### src/common/psl_regs.svh
// Constants of the power status indicator block.
// Assumes inclusion by bare name from any file of the block.
`ifndef PSL_REGS_SVH
`define PSL_REGS_SVH

// ----------------------------------------
// Timing
// ----------------------------------------
`define PSL_CLK_HZ         10000000
`define PSL_MS_PER_S       1000
`define PSL_HALF_MS        500
`define PSL_START_MS       2000
`define PSL_ONE_MS         1000
`define PSL_ZERO_MS        500
`define PSL_GAP_MS         500
`define PSL_FLASH_PERIOD   4
`define PSL_FLASH_REPEAT   4

// ----------------------------------------
// Fault conditions and codes
// ----------------------------------------
`define PSL_CODE_BITS      8
`define PSL_NUM_FAULTS     33
`define PSL_IDX_BAT1       5
`define PSL_IDX_BAT2       10
`define PSL_IDX_STBY_ON    15
`define PSL_IDX_STBY_BOOT  16
`define PSL_IDX_FIVE       17
`define PSL_IDX_THREE      23
`define PSL_IDX_CORE0      29
`define PSL_DCIN_BASE      8'h10
`define PSL_DCIN_LAST      8'h1f
`define PSL_BAT1_BASE      8'h21
`define PSL_BAT2_BASE      8'h31
`define PSL_STBY_ON_CODE   8'h40
`define PSL_STBY_BOOT_CODE 8'h45
`define PSL_FIVE_BASE      8'h50
`define PSL_THREE_BASE     8'h60
`define PSL_CORE0_BASE     8'h70
`define PSL_CORE0_LAST     8'h73
`define PSL_RSVD_BAT1      8'h20
`define PSL_RSVD_BAT2      8'h30
`define PSL_NO_CODE        8'h00

`endif

### src/common/psl_pkg.sv
// Types of the power status indicator block.
// Assumes nothing beyond a SystemVerilog compiler.
package psl_pkg;

	// ----------------------------------------
	// Fault code frame sequencer
	// ----------------------------------------
	typedef enum logic [1:0] {
		blk_idle,
		blk_start,
		blk_bit_on,
		blk_bit_gap
	} psl_blink_state_t;

	// ----------------------------------------
	// Battery indicator modes
	// ----------------------------------------
	typedef enum logic [2:0] {
		bat_dark,
		bat_orange,
		bat_green,
		bat_blink,
		bat_flash
	} psl_bat_mode_t;

endpackage

### src/common/psl_blink_if.sv
// Link between the status controller and the fault code blinker.
// Assumes both ends share one clock.
`timescale 1ns/10ps

interface psl_blink_if;
	logic       run;
	logic [7:0] code;
	logic       led_on;

	modport ctrl
	(
		output run,
		output code,
		input  led_on
	);

	modport blink
	(
		input  run,
		input  code,
		output led_on
	);
endinterface

### src/hdl/psl_code_blinker.sv
// Fault code blinker: start gap, then eight pulse-width coded bits.
// Assumes a synchronous reset copy and a steady run level.
`timescale 1ns/10ps
`include "psl_regs.svh"

module psl_code_blinker #(
	parameter int unsigned HALF_CYC =
		(`PSL_CLK_HZ / `PSL_MS_PER_S) * `PSL_HALF_MS
)(
	input  wire logic clk,
	input  wire logic rst_n,
	psl_blink_if.blink bi
);
	localparam int unsigned START_H = `PSL_START_MS / `PSL_HALF_MS;
	localparam int unsigned ONE_H   = `PSL_ONE_MS / `PSL_HALF_MS;
	localparam int unsigned ZERO_H  = `PSL_ZERO_MS / `PSL_HALF_MS;
	localparam int unsigned GAP_H   = `PSL_GAP_MS / `PSL_HALF_MS;

	psl_pkg::psl_blink_state_t state_r;
	logic [31:0]               tick_cnt_r;
	logic [2:0]                half_cnt_r;
	logic [2:0]                bit_idx_r;
	logic [7:0]                code_r;
	logic                      tick;
	logic [2:0]                len;

	// ----------------------------------------
	// Half-second tick, held at zero while idle
	// ----------------------------------------
	assign tick = (tick_cnt_r == HALF_CYC - 1);

	always_ff @(posedge clk or negedge rst_n)
	begin
		if (!rst_n)
			tick_cnt_r <= 32'h0;
		else if (state_r == psl_pkg::blk_idle || tick)
			tick_cnt_r <= 32'h0;
		else
			tick_cnt_r <= tick_cnt_r + 32'h1;
	end

	// ----------------------------------------
	// Frame sequencer
	// ----------------------------------------
	always_comb
	begin
		unique case (state_r)
			psl_pkg::blk_start:   len = 3'(START_H);
			psl_pkg::blk_bit_on:  len = code_r[bit_idx_r] ? 3'(ONE_H) : 3'(ZERO_H);
			psl_pkg::blk_bit_gap: len = 3'(GAP_H);
			psl_pkg::blk_idle:    len = 3'h1;
		endcase
	end

	always_ff @(posedge clk or negedge rst_n)
	begin
		if (!rst_n)
		begin
			state_r    <= psl_pkg::blk_idle;
			half_cnt_r <= 3'h0;
			bit_idx_r  <= 3'h0;
			code_r     <= `PSL_NO_CODE;
		end
		else if (!bi.run)
			state_r <= psl_pkg::blk_idle;
		else if (state_r == psl_pkg::blk_idle)
		begin
			state_r    <= psl_pkg::blk_start;
			half_cnt_r <= 3'h0;
			code_r     <= bi.code;
		end
		else if (tick && half_cnt_r != len - 3'h1)
			half_cnt_r <= half_cnt_r + 3'h1;
		else if (tick)
		begin
			half_cnt_r <= 3'h0;
			unique case (state_r)
				psl_pkg::blk_start:
				begin
					state_r   <= psl_pkg::blk_bit_on;
					bit_idx_r <= 3'h0;
				end
				psl_pkg::blk_bit_on:
				begin
					// Last bit leads straight into the next frame's start gap
					if (bit_idx_r == 3'(`PSL_CODE_BITS - 1))
					begin
						state_r <= psl_pkg::blk_start;
						code_r  <= bi.code;
					end
					else
						state_r <= psl_pkg::blk_bit_gap;
				end
				psl_pkg::blk_bit_gap:
				begin
					state_r   <= psl_pkg::blk_bit_on;
					bit_idx_r <= bit_idx_r + 3'h1;
				end
				psl_pkg::blk_idle:
					state_r <= psl_pkg::blk_idle;
			endcase
		end
	end

	assign bi.led_on = (state_r == psl_pkg::blk_bit_on);
endmodule

### src/hdl/psl_status_top.sv
// Power status indicator: battery and external power LEDs with fault codes.
// Assumes all status inputs are asynchronous levels from the supply monitor.
//
// What this block does
// - Battery LED steady orange in quick charge, dark with no listed state.
// - Battery LED steady green when battery full and adaptor present.
// - Low charge on battery blinks battery LED orange, equal on and off.
// - Power press after low-battery hibernation flashes battery LED orange.
// - External LED steady green while adaptor delivers DC power.
// - External LED dark with neither adaptor power nor a malfunction.
// - Malfunction blinks external LED orange, carrying the fault code.
// - Each code frame opens with two seconds dark, then eight bits.
// - A one is lit one second, a zero lit half a second.
// - Half a second dark between consecutive bit pulses.
// - Code bits go out least significant first.
// - DC input path faults use codes 10h to 1Fh.
// - First battery faults use codes 20h to 2Fh.
// - Second battery faults use codes 30h to 3Fh.
// - Powered rail faults use 40h to EFh, upper nibble picks rail.
// - DC input codes 10h to 14h, one per input fault kind.
// - First battery codes 21h to 25h, one per battery fault kind.
// - Reserved overvoltage codes 20h and 30h are never sent.
// - Second battery codes 31h to 35h, one per fault kind.
// - Low standby rail is 40h at power on or off, 45h at boot.
// - Main five volt rail uses 50h for overvoltage, 51h to 55h else.
// - Main three volt rail uses 60h for overvoltage, 61h to 65h else.
// - Channel zero core rail uses 70h to 73h.
`timescale 1ns/10ps
`include "psl_regs.svh"

module psl_status_top #(
	parameter int unsigned HALF_CYC =
		(`PSL_CLK_HZ / `PSL_MS_PER_S) * `PSL_HALF_MS
)(
	input  wire logic        clk,
	input  wire logic        nrst,
	input  wire logic        quick_charge,
	input  wire logic        battery_full,
	input  wire logic        adaptor_present,
	input  wire logic        on_battery,
	input  wire logic        battery_low,
	input  wire logic        hibernated,
	input  wire logic        power_button,
	input  wire logic [32:0] fault_cond,
	input  wire logic        fault_clear,
	output logic             bat_green,
	output logic             bat_orange,
	output logic             ext_green,
	output logic             ext_orange,
	output logic             fault_active,
	output logic [7:0]       fault_code
);
	localparam int unsigned NIN = `PSL_NUM_FAULTS + 8;

	logic                      rst_meta_r;
	logic                      rst_n;
	logic [NIN-1:0]            in_meta_r;
	logic [NIN-1:0]            in_sync_r;
	logic [`PSL_NUM_FAULTS-1:0] s_fault;
	logic                      s_qc;
	logic                      s_full;
	logic                      s_adapt;
	logic                      s_onbat;
	logic                      s_low;
	logic                      s_hib;
	logic                      s_btn;
	logic                      s_clear;
	logic                      btn_prev_r;
	logic                      btn_press;
	logic [31:0]               half_cnt_r;
	logic                      half_tick;
	logic                      blink_phase_r;
	logic [4:0]                flash_left_r;
	logic                      fault_lat_r;
	logic [7:0]                code_r;
	logic                      any_fault;
	logic [7:0]                new_code;
	psl_pkg::psl_bat_mode_t    bat_mode;

	psl_blink_if blk ();

	// ----------------------------------------
	// Reset release and input synchronisers
	// ----------------------------------------
	always_ff @(posedge clk or negedge nrst)
	begin
		if (!nrst)
		begin
			rst_meta_r <= 1'b0;
			rst_n      <= 1'b0;
		end
		else
		begin
			rst_meta_r <= 1'b1;
			rst_n      <= rst_meta_r;
		end
	end

	always_ff @(posedge clk or negedge rst_n)
	begin
		if (!rst_n)
		begin
			in_meta_r <= '0;
			in_sync_r <= '0;
		end
		else
		begin
			in_meta_r <= {fault_clear, power_button, hibernated, battery_low,
				on_battery, adaptor_present, battery_full, quick_charge,
				fault_cond};
			in_sync_r <= in_meta_r;
		end
	end

	assign s_fault = in_sync_r[`PSL_NUM_FAULTS-1:0];
	assign s_qc    = in_sync_r[`PSL_NUM_FAULTS];
	assign s_full  = in_sync_r[`PSL_NUM_FAULTS+1];
	assign s_adapt = in_sync_r[`PSL_NUM_FAULTS+2];
	assign s_onbat = in_sync_r[`PSL_NUM_FAULTS+3];
	assign s_low   = in_sync_r[`PSL_NUM_FAULTS+4];
	assign s_hib   = in_sync_r[`PSL_NUM_FAULTS+5];
	assign s_btn   = in_sync_r[`PSL_NUM_FAULTS+6];
	assign s_clear = in_sync_r[`PSL_NUM_FAULTS+7];

	// ----------------------------------------
	// Half-second timebase for battery patterns
	// ----------------------------------------
	assign half_tick = (half_cnt_r == HALF_CYC - 1);

	always_ff @(posedge clk or negedge rst_n)
	begin
		if (!rst_n)
			half_cnt_r <= 32'h0;
		else if (half_tick)
			half_cnt_r <= 32'h0;
		else
			half_cnt_r <= half_cnt_r + 32'h1;
	end

	// Equal halves of on and off
	always_ff @(posedge clk or negedge rst_n)
	begin
		if (!rst_n)
			blink_phase_r <= 1'b0;
		else if (half_tick)
			blink_phase_r <= !blink_phase_r;
	end

	// ----------------------------------------
	// Flash after press from hibernation
	// ----------------------------------------
	assign btn_press = s_btn && !btn_prev_r;

	always_ff @(posedge clk or negedge rst_n)
	begin
		if (!rst_n)
			btn_prev_r <= 1'b0;
		else
			btn_prev_r <= s_btn;
	end

	// A fixed burst of short flashes, not a steady pattern
	always_ff @(posedge clk or negedge rst_n)
	begin
		if (!rst_n)
			flash_left_r <= 5'h0;
		else if (btn_press && s_hib)
			flash_left_r <= 5'(`PSL_FLASH_PERIOD * `PSL_FLASH_REPEAT);
		else if (half_tick && flash_left_r != 5'h0)
			flash_left_r <= flash_left_r - 5'h1;
	end

	// ----------------------------------------
	// Fault condition to code
	// ----------------------------------------
	function automatic logic [7:0] code_of(input int unsigned i);
		logic [7:0] k;
		k = 8'(i);
		if (i < `PSL_IDX_BAT1)
			code_of = `PSL_DCIN_BASE + k;
		else if (i < `PSL_IDX_BAT2)
			code_of = `PSL_BAT1_BASE + k - 8'(`PSL_IDX_BAT1);
		else if (i < `PSL_IDX_STBY_ON)
			code_of = `PSL_BAT2_BASE + k - 8'(`PSL_IDX_BAT2);
		else if (i == `PSL_IDX_STBY_ON)
			code_of = `PSL_STBY_ON_CODE;
		else if (i == `PSL_IDX_STBY_BOOT)
			code_of = `PSL_STBY_BOOT_CODE;
		else if (i < `PSL_IDX_THREE)
			code_of = `PSL_FIVE_BASE + k - 8'(`PSL_IDX_FIVE);
		else if (i < `PSL_IDX_CORE0)
			code_of = `PSL_THREE_BASE + k - 8'(`PSL_IDX_THREE);
		else
			code_of = `PSL_CORE0_BASE + k - 8'(`PSL_IDX_CORE0);
	endfunction

	// Lowest index wins; the reserved codes have no condition at all
	always_comb
	begin
		any_fault = 1'b0;
		new_code  = `PSL_NO_CODE;
		for (int i = `PSL_NUM_FAULTS - 1; i >= 0; i--)
		begin
			if (s_fault[i])
			begin
				any_fault = 1'b1;
				new_code  = code_of(i);
			end
		end
	end

	// First fault is kept until cleared; a fault in the clear cycle wins
	always_ff @(posedge clk or negedge rst_n)
	begin
		if (!rst_n)
		begin
			fault_lat_r <= 1'b0;
			code_r      <= `PSL_NO_CODE;
		end
		else if ((!fault_lat_r || s_clear) && any_fault)
		begin
			fault_lat_r <= 1'b1;
			code_r      <= new_code;
		end
		else if (s_clear)
			fault_lat_r <= 1'b0;
	end

	assign blk.run  = fault_lat_r;
	assign blk.code = code_r;

	psl_code_blinker #(
		.HALF_CYC (HALF_CYC)
	) u_blinker (
		.clk   (clk),
		.rst_n (rst_n),
		.bi    (blk)
	);

	// ----------------------------------------
	// Battery indicator
	// ----------------------------------------
	always_comb
	begin
		if (flash_left_r != 5'h0)
			bat_mode = psl_pkg::bat_flash;
		else if (s_low && s_onbat)
			bat_mode = psl_pkg::bat_blink;
		else if (s_qc)
			bat_mode = psl_pkg::bat_orange;
		else if (s_full && s_adapt)
			bat_mode = psl_pkg::bat_green;
		else
			bat_mode = psl_pkg::bat_dark;
	end

	always_ff @(posedge clk or negedge rst_n)
	begin
		if (!rst_n)
		begin
			bat_green  <= 1'b0;
			bat_orange <= 1'b0;
		end
		else
		begin
			bat_green <= (bat_mode == psl_pkg::bat_green);
			unique case (bat_mode)
				psl_pkg::bat_flash:
					bat_orange <= (flash_left_r[1:0] == 2'h0);
				psl_pkg::bat_blink:
					bat_orange <= blink_phase_r;
				psl_pkg::bat_orange:
					bat_orange <= 1'b1;
				default:
					bat_orange <= 1'b0;
			endcase
		end
	end

	// ----------------------------------------
	// External power indicator
	// ----------------------------------------
	always_ff @(posedge clk or negedge rst_n)
	begin
		if (!rst_n)
		begin
			ext_green    <= 1'b0;
			ext_orange   <= 1'b0;
			fault_active <= 1'b0;
			fault_code   <= `PSL_NO_CODE;
		end
		else
		begin
			ext_green    <= s_adapt && !fault_lat_r;
			ext_orange   <= fault_lat_r && blk.led_on;
			fault_active <= fault_lat_r;
			fault_code   <= code_r;
		end
	end
endmodule

### config.mk
export PLATFORM = sky130hd
export DESIGN_NAME = psl_status_top
export DESIGN_NICKNAME = d
export VERILOG_FILES = /design/src/common/psl_pkg.sv /design/src/common/psl_blink_if.sv /design/src/hdl/psl_code_blinker.sv /design/src/hdl/psl_status_top.sv
export VERILOG_INCLUDE_DIRS = /design/src /design/src/common
export SDC_FILE = /design/constraint.sdc
export NUM_CORES = 1
export LEC_CHECK = 0
export ABC_AREA = 0
export BUFFER_PORTS_ARGS = -buffer_cell sky130_fd_sc_hd__clkbuf_2
export CORE_MARGIN = 2
export CORE_UTILIZATION = 50
export CTS_CLUSTER_SIZE = 10
export DETAILED_ROUTE_END_ITERATION = 10
export GPL_ROUTABILITY_DRIVEN = 0
export PLACE_DENSITY = 0.81
export SYNTH_ARGS = -nofsm -noshare
export SYNTH_HDL_FRONTEND = slang
export SYNTH_HIERARCHICAL = 1
export SYNTH_SLANG_ARGS = --single-unit
### constraint.sdc
create_clock -name clk -period 5.7 [get_ports clk]
set_input_delay 0.57 -clock clk [delete_from_list [all_inputs] [get_ports clk]]
set_output_delay 0.57 -clock clk [all_outputs]
set_load 0.01 [all_outputs]
==> impl_metrics.yaml, run 1 <==
outcome:
  status: "completed"
critical_path:
  end_kind: "flip-flop"
  worstPathRequired_ps: 6010
  cp_max_fo: 9
  r2r-end: "blk.code[4]"
  startpoint_type: "flip-flop"
  r2r_start: "in_sync_r[23]"
  reg2reg_depth: 4
  crit_type: "reg2reg"
  cp-startpoint: "in_sync_r[23]"
  regToRegSetupSlack_ps: 3180
  worst-endpoint-arrival_ps: 2830
min_path:
  hold_path_class: "in2reg"
  hold_path_startpoint: "fault_cond[19]"
  hold_depth: 1
  min_to: "in_meta_r[19]"
clock_tree:
  h-tree-depth: 4
  cts_tree: "yes"
  clockBufferDepth: 2
  holdBufCountCts: 1
  cts_made_buffers: 17
  root_buffer: "clkbuf_16"
  clock_latency_ps: 430
  clk_pin_slew_worst_paths_ps: 70
  postCtsSetupBuffers: 0
  post_cts_resized: 0
  cts.sinks: 189
sta:
  tns_ps: 0
  post-route-period-util_pct: 44.2
  min_period_ps: 2520
  setup_ws_ps: 3180
  rsz0062_at_grt: "no"
  setup_viol: 0
  fmax_ghz: 0.397
  finalHoldViolCount: 0
  report.final.slew_viol_count: 0
  slew_headroom_pct: 35.7
  tightest_slew_ps: 965
  skew_ps: 11.6
synthesis:
  yosys-top-cells-area: "dfrtp_1, xor2_1, nor2_1"
  avgSynthCellArea_um2: 11.9
  netlist_top_cells_count: "dfrtp_1, nor2_1, nand2_1"
  synth.most_common_cell: "dfrtp_1"
  synth_ff_type: "dfrtp_1"
  synth_cell_types: 62
  ys_seq_elements: 189
  ys_warn_count: 6
  synth_top_area_cell: "dfrtp_1"
  synth_edf_count: 0
  syn-instance-count: 630
  seq_area_frac_synth_pct: 63.0
  async_reset_ff_share_pct: 100
  netlist.area_leader.share_pct: 63.0
  syn_area_um2: 7510
drt:
  viasPerCell: 5.56
  drc: 0
  vias: 4984
  drtPass1Iterations: 5
  dr.first_iter.drc_count: 408
  antenna_left: 0
  drt_wl_total_mm: 13.8
  wl_per_cell_um: 15.4
placed_design:
  port_buffers: 53
  hpwl_mm: 9.45
  dp_slack_ps: 3200
floorplanning:
  num_rows: 44
  die_h_um: 127
  die_x_um: 127
  coreArea_um2: 14600
  num_io_pins: 56
  die_area_um2: 16000
  start_util_pct: 51.5
final_layout:
  nNetsFinal: 753
  syn2layout_area_growth_pct: 14.9
  drive_above_1_share_pct: 17.0
  diodes: 0
global_routing:
  grt_pass1_wl_mm: 23.9
  grt_max_degree: 83
  antenna_found_initial: 0
  overflow: 0
  gr-usage-all-layers_pct: 18.4
  grt_pass1_vias: 4942
power_and_ir_drop:
  irDropWorstVdd_mv: 0.210
  power_density_nw_per_um2: 306
  p_leak_uw: 0.00388
flow_run:
  cap_viol_max_count: 0
## per-stage QoR
stage,total power [µW],hold WS [ps],utilization (%),area [µm²],instances
finish,2640,241,59.1,8630,896
global placement,1490,333,55.0,8020,863
global route,2740,225,59.1,8630,896
floorplan,1460,274,-,7520,633
CTS,2660,230,59.1,8630,896
detailed placement,1500,335,55.0,8020,863
## logic make-up (layout without fill, tap and decap cells)
family | Yosys count | after routing | share of synthesized area (%)
AO/OA/AOI/OAI | 72 | 72 | 6.98
XOR/XNOR | 53 | 53 | 6.18
adder cells (fa/ha/maj) | 11 | 11 | 1.83
buffers and inverters | 26 | 105 | 1.42
flip-flops | 189 | 189 | 63.0
multiplexers | 16 | 16 | 2.38
other | 2 | 5 | 0.100
AND/OR/NAND/NOR | 261 | 261 | 18.1
## power by group
group	switching [µW]	leakage (µW)	total, µW	internal, µW
clock network	540	0.000292	1170	628
logic	33.1	0.00124	58.3	25.2
registers	34.1	0.00235	1410	1380
total	607	0.00388	2640	2030
## cells in the final DEF, fill, tap and decap left out, drive strengths merged, types with 7 or more instances in the layout
master  count
dfrtp     189
nor2       59
a21oi      19
nor2b       7
xnor2      25
inv        23
nor3       24
or3        11
xor2       28
clkbuf     71
ha         11
nor4       18
o21ai      20
and3       10
nand2      48
nand3      30
nand4      19
mux2       12
## flip-flops by register name (all words and copies together) (netlist names), 5 cells and up
register / cells
u_blinker/code_r: 8
u_blinker/tick_cnt_r: 32
in_sync_r: 41
in_meta_r: 41
fault_code: 6
half_cnt_r: 32
flash_left_r: 5
blk.code: 6
## routing by layer
metal	up-vias	share of wire [%]	GRT usage [%]
met5	-	0	0
met4	0	1.6	7.05
met3	19	4.9	3.84
met1	2440	45	25.7
met2	156	48	28.7
li1	2369	-	-
## worst max path at each step
stage | endpoint | slack [ps] | depth (start not counted)
3_5_place_dp | blk.code[4] | 3200 | 4
4_1_cts | blk.code[4] | 3190 | 4
2_1_floorplan | bat_green | 40 | 0
6_report | blk.code[4] | 3180 | 4
3_3_place_gp | blk.code[4] | 3260 | 4
5_1_grt | blk.code[4] | 3080 | 4
## final cells by class
class	count	area, µm²
clock buffer	18	429
clock inverter	14	166
inverter	14	52.6
sequential	189	4730
tap	184	230
multi-input combinational	418	2700
fill	1097	5960
timing repair buffer	59	313
## critical path, cell delays in order (launching register included)
cell and delay, ps:
dfrtp_1 400, or4_4 550, or4b_4 550, o41ai_4 560, mux2_4 340
No activity file was read; power rests on OpenSTA's default activity.
==> run 2, diff against run 1 <==
Settings changed: ABC_AREA 0 to 1.
Clock period 5.7 ns to 2.16 ns, I/O delays scaled along.
==> impl_metrics.yaml, run 2 <==
outcome:
  status: "finished with violations"
  violations: "negative setup slack"
synthesis:
  netlist_top_cells_count: "dfrtp_1, nand2_1, inv_1"
  async_reset_ff_share_pct: 100
  synth.most_common_cell: "dfrtp_1"
  seq_area_frac_synth_pct: 59.0
  syn_area_um2: 8020
  synth_cell_types: 45
  synth_edf_count: 0
  netlist.area_leader.share_pct: 59.0
  syn-instance-count: 850
  ys_seq_elements: 189
  avgSynthCellArea_um2: 9.43
  ys_warn_count: 6
  yosys-top-cells-area: "dfrtp_1, nand2_1, inv_1"
  synth_top_area_cell: "dfrtp_1"
  synth_ff_type: "dfrtp_1"
sta:
  finalHoldViolCount: 0
  skew_ps: 10.4
  fmax_ghz: 0.343
  tightest_slew_ps: 502
  setup_ws_ps: -757
  min_period_ps: 2920
  rsz0062_at_grt: "yes"
  tns_ps: -5950
  setup_viol: 18
  report.final.slew_viol_count: 0
  post-route-period-util_pct: 135
  slew_headroom_pct: 66.2
final_layout:
  final_common_cell: "dfrtp_1"
  final_util_pct: 65.6
  stdcell_count: 1261
  multi_input_area_um2: 2940
  diodes: 0
  fillerInstances: 1128
  nNetsFinal: 1086
  top_regs: "in_meta_r x41, in_sync_r x41"
  syn2layout_area_growth_pct: 29.1
  final_cell_mix: "dfrtp_1, nand2_1, inv_1, nor2_1, buf_4"
  drive_above_1_share_pct: 23.6
  seq_area_um2: 4730
critical_path:
  worstPathRequired_ps: 2540
  r2r_start: "half_cnt_r[1]"
  cp_max_fo: 2
  worst-endpoint-arrival_ps: 3290
  cp-startpoint: "half_cnt_r[1]"
  crit_type: "reg2reg"
  end_kind: "flip-flop"
  startpoint_type: "flip-flop"
floorplanning:
  start_util_pct: 50.8
  die_x_um: 131
  num_io_pins: 56
  die_h_um: 131
  die_area_um2: 17100
  coreArea_um2: 15800
  num_rows: 46
global_routing:
  grt_pass1_vias: 6416
  gr-usage-all-layers_pct: 22.6
  overflow: 0
  grt_max_degree: 69
  grt_pass1_wl_mm: 29.9
  antenna_found_initial: 1
drt:
  vias: 6475
  wl_per_cell_um: 14.5
  antenna_left: 0
  drc: 0
  viasPerCell: 5.13
  drt_wl_total_mm: 18.3
  dr.first_iter.drc_count: 497
  drtPass1Iterations: 5
clock_tree:
  clockBufferDepth: 2
  clk_pin_slew_worst_paths_ps: 70
  cts_tree: "yes"
  root_buffer: "clkbuf_16"
  h-tree-depth: 4
  cts.sinks: 189
  clock_latency_ps: 440
  cts_made_buffers: 17
power_and_ir_drop:
  p_total_uw: 8210
  irDropWorstVdd_mv: 0.571
  p_leak_uw: 0.00507
  power_density_nw_per_um2: 793
flow_run:
  cap_viol_max_count: 0
min_path:
  hold_path_class: "in2async"
placed_design:
  place_inst: 1153
  dp_slack_ps: -531
  hpwl_mm: 10.7
  port_buffers: 53
run 2: cells by family (layout without fill, tap and decap cells):
logic type               Yosys count  in the layout  share of synthesized area (%)
AND/OR/NAND/NOR                  409            409                           24.9
flip-flops                       189            189                           59.0
XOR/XNOR                          20             20                           2.18
AO/OA/AOI/OAI                     76             76                           5.32
other                              2              5                         0.0937
buffers and inverters            143            335                           6.83
adder cells (fa/ha/maj)           11             11                           1.72
run 2: layout make-up:
class                           instances  area share (%)
Clock inverter                         13            1.67
Multi-Input combinational cell        521            28.4
Timing Repair Buffer                  167            12.4
Clock buffer                           19            4.28
Sequential cell                       189            45.7
Tap cell                              216            2.61
Inverter                              136            4.97
run 2: power breakdown:
| part | leakage (µW) | switching [µW] | internal (µW) |
|---|---|---|---|
| registers | 0.00238 | 140 | 3750 |
| clock network | 0.000302 | 1450 | 1790 |
| logic | 0.00239 | 680 | 407 |
| total | 0.00507 | 2270 | 5950 |
run 2: per-layer routing:
| layer | wire (µm) | track usage, % | vias up |
|---|---|---|---|
| met5 | 0 | 0 | - |
| met4 | 569 | 9.07 | 0 |
| met3 | 1030 | 5.42 | 58 |
| met2 | 9200 | 38.1 | 219 |
| met1 | 7530 | 28.3 | 3130 |
| li1 | - | - | 3068 |
run 2: per-stage QoR:
stage / hold WS, ps / area (µm²)
global route: 97.5 / 10400
floorplan: -79.6 / 8040
finish: 96.0 / 10400
CTS: 77.8 / 10100
detailed placement: 5.79 / 8840
global placement: 5.06 / 8840
run 2: timing repair:
item | CTS | global route
endpoints found under the hold margin | 43 | 0
pin swaps | 2 | 13
hold buffers | 42 | 0
gates cloned | 0 | 1
resized for setup | 24 | 48
endpoints found under the setup margin | 13 | 37
setup buffers | 23 | 22
run 2: final timing paths:
path                                    to  slack [ps]  cells after the start
max reg2reg                 half_cnt_r[24]        -760                     22
min reg2reg                  in_sync_r[18]         290                      0
max in group asynchronous  flash_left_r[4]        1130                      1
max                         half_cnt_r[24]        -760                     22
min                                  rst_n         100                      2
min in group clk             in_sync_r[18]         340                      0
run 2: critical path: stages, from the launching register on:
cell and delay [ps]:
dfrtp_1 400, ha_2 200, nand2_2 70, nor2_4 100, inv_2 50, nor2_4 90, inv_2 50, nor2_4 90
nand2_2 80, nor2_2 90, inv_2 60, nor3_4 170, nand4_4 130, nor4_4 210, nand2_2 120, nor2_4 110
inv_2 60, nor3_4 130, buf_4 140, buf_6 90, a21oi_2 60, a211o_1 280, inv_1 60
==> run 3, diff against run 2 <==
Settings changed: CTS_CLUSTER_DIAMETER set to 50, PLACE_DENSITY 0.81 to not set, PLACE_DENSITY_LB_ADDON set to 0.2.
Clock period 2.16 ns to 3.3 ns, I/O delays scaled along.
==> impl_metrics.yaml, run 3 (synthesized netlist as in run 2, its figures left out) <==
global_routing:
  grt_max_degree: 120
  gr-usage-all-layers_pct: 19.0
  grt_pass1_wl_mm: 25.5
  overflow: 0
  antenna_found_initial: 0
  grt_pass1_vias: 5572
sta:
  post-route-period-util_pct: 87.2
  slew_headroom_pct: 37.3
  fmax_ghz: 0.347
  skew_ps: 12.1
  report.final.slew_viol_count: 0
  rsz0062_at_grt: "no"
  min_period_ps: 2880
  tightest_slew_ps: 937
  finalHoldViolCount: 0
  tns_ps: 0
  setup_viol: 0
floorplanning:
  num_io_pins: 56
  die_x_um: 131
  die_area_um2: 17100
  coreArea_um2: 15800
  num_rows: 46
  start_util_pct: 50.8
  die_h_um: 131
drt:
  dr.first_iter.drc_count: 390
  met1_length_mm: 7.00
  drc: 0
  antenna_left: 0
  drt_wl_total_mm: 14.5
  met3_length_um: 479
  drtPass1Iterations: 4
  wl_met2_mm: 6.81
  wl_per_cell_um: 12.1
  highest_layer: "met4"
  viasPerCell: 4.76
  vias: 5673
final_layout:
  stdcell_count: 1192
  syn2layout_area_growth_pct: 19.2
  drive_above_1_share_pct: 14.4
  final_common_cell: "dfrtp_1"
  nNetsFinal: 1017
  final_cell_mix: "dfrtp_1, nand2_1, inv_1, nor2_1, clkbuf_2"
  top_regs: "in_meta_r x41, in_sync_r x41"
  diodes: 0
power_and_ir_drop:
  irDropWorstVdd_mv: 0.371
  p_leak_uw: 0.00466
  power_density_nw_per_um2: 539
clock_tree:
  clk_pin_slew_worst_paths_ps: 70
  root_buffer: "clkbuf_16"
  cts.sinks: 189
  cts_tree: "yes"
  h-tree-depth: 4
  clockBufferDepth: 2
  postCtsSetupBuffers: 0
  clock_latency_ps: 430
  cts_made_buffers: 17
outcome:
  status: "completed"
critical_path:
  worst-endpoint-arrival_ps: 3200
  cp_max_fo: 4
  startpoint_type: "flip-flop"
  crit_type: "reg2reg"
  worstPathRequired_ps: 3620
  end_kind: "flip-flop"
min_path:
  hold_path_class: "in2reg"
placed_design:
  place_inst: 1120
  port_buffers: 53
  hpwl_mm: 9.80
flow_run:
  cap_viol_max_count: 0
run 3: cell count changes in the layout (fill, tap and decap cells not counted), moves of 6 or more:
cell,previous run,this run
buf_6,8,0
nor2_1,73,82
inv_1,121,127
o21ai_0,23,29
nor3_1,32,38
buf_4,61,4
run 3: path summary, 6_finish.rpt:
check / start / endpoint / slack [ps] / cells after the start
setup / recovery: half_cnt_r[0] / half_cnt_r[30] / 420 / 22
setup reg to reg: half_cnt_r[0] / half_cnt_r[30] / 420 / 22
hold / removal: fault_cond[8] / in_meta_r[8] / 30 / 1
max in group asynchronous: rst_n / half_cnt_r[10] / 2210 / 1
hold reg to reg: in_meta_r[10] / in_sync_r[10] / 350 / 0
min in group asynchronous: nrst / rst_n / 210 / 2
run 3: layer usage:
layer,up-vias,track usage [%]
li1,2935,-
met1,2643,26.1
met2,84,29.8
met3,11,5.13
met4,0,5.57
met5,-,0
run 3: metrics by stage:
| step | setup slack [ps] | area, µm² | hold WS, ps | total power (µW) | utilization (%) |
|---|---|---|---|---|---|
| final | 422 | 9560 | 29.9 | 5150 | 60.6 |
| after detailed placement | 444 | 8580 | 119 | 3200 | 54.4 |
| after CTS | 392 | 9560 | 7.74 | 5210 | 60.6 |
| after floorplan | 183 | 8030 | 34.4 | 3030 | - |
| after global placement | 507 | 8580 | 116 | 3190 | 54.4 |
| after global routing | 78.6 | 9560 | 2.68 | 5440 | 60.6 |
run 3: timing repair:
action | in CTS | in global routing
endpoints found under the hold margin | 41 | 0
hold buffers | 40 | 0
resized for setup | 0 | 0
run 3: layout make-up:
cell class / count / area (µm²)
Fill cell: 1347 / 6210
Sequential cell: 189 / 4730
Multi-Input combinational cell: 521 / 2750
Timing Repair Buffer: 98 / 716
Inverter: 136 / 510
Clock buffer: 19 / 433
Tap cell: 216 / 270
Clock inverter: 13 / 141
run 3: critical path, cell delays in order (launching register included):
cell	delay (ps)
dfrtp_1	370
ha_1	200
nand2_2	80
nor2_4	100
inv_2	50
nor2_4	90
inv_2	60
nor2_4	100
nand2_2	80
nor2_2	90
inv_2	50
nor3_4	180
nand4_4	140
nor4_4	190
nand2_2	90
nor2_2	120
inv_2	70
nor3_4	200
nand3_2	140
nor2_4	120
nand3_2	70
xor2_1	140
inv_1	50
run 3: report_power, final:
| part | switching [µW] | internal, µW |
|---|---|---|
| Sequential | 78.8 | 2460 |
| Combinational | 420 | 236 |
| Clock | 948 | 1020 |
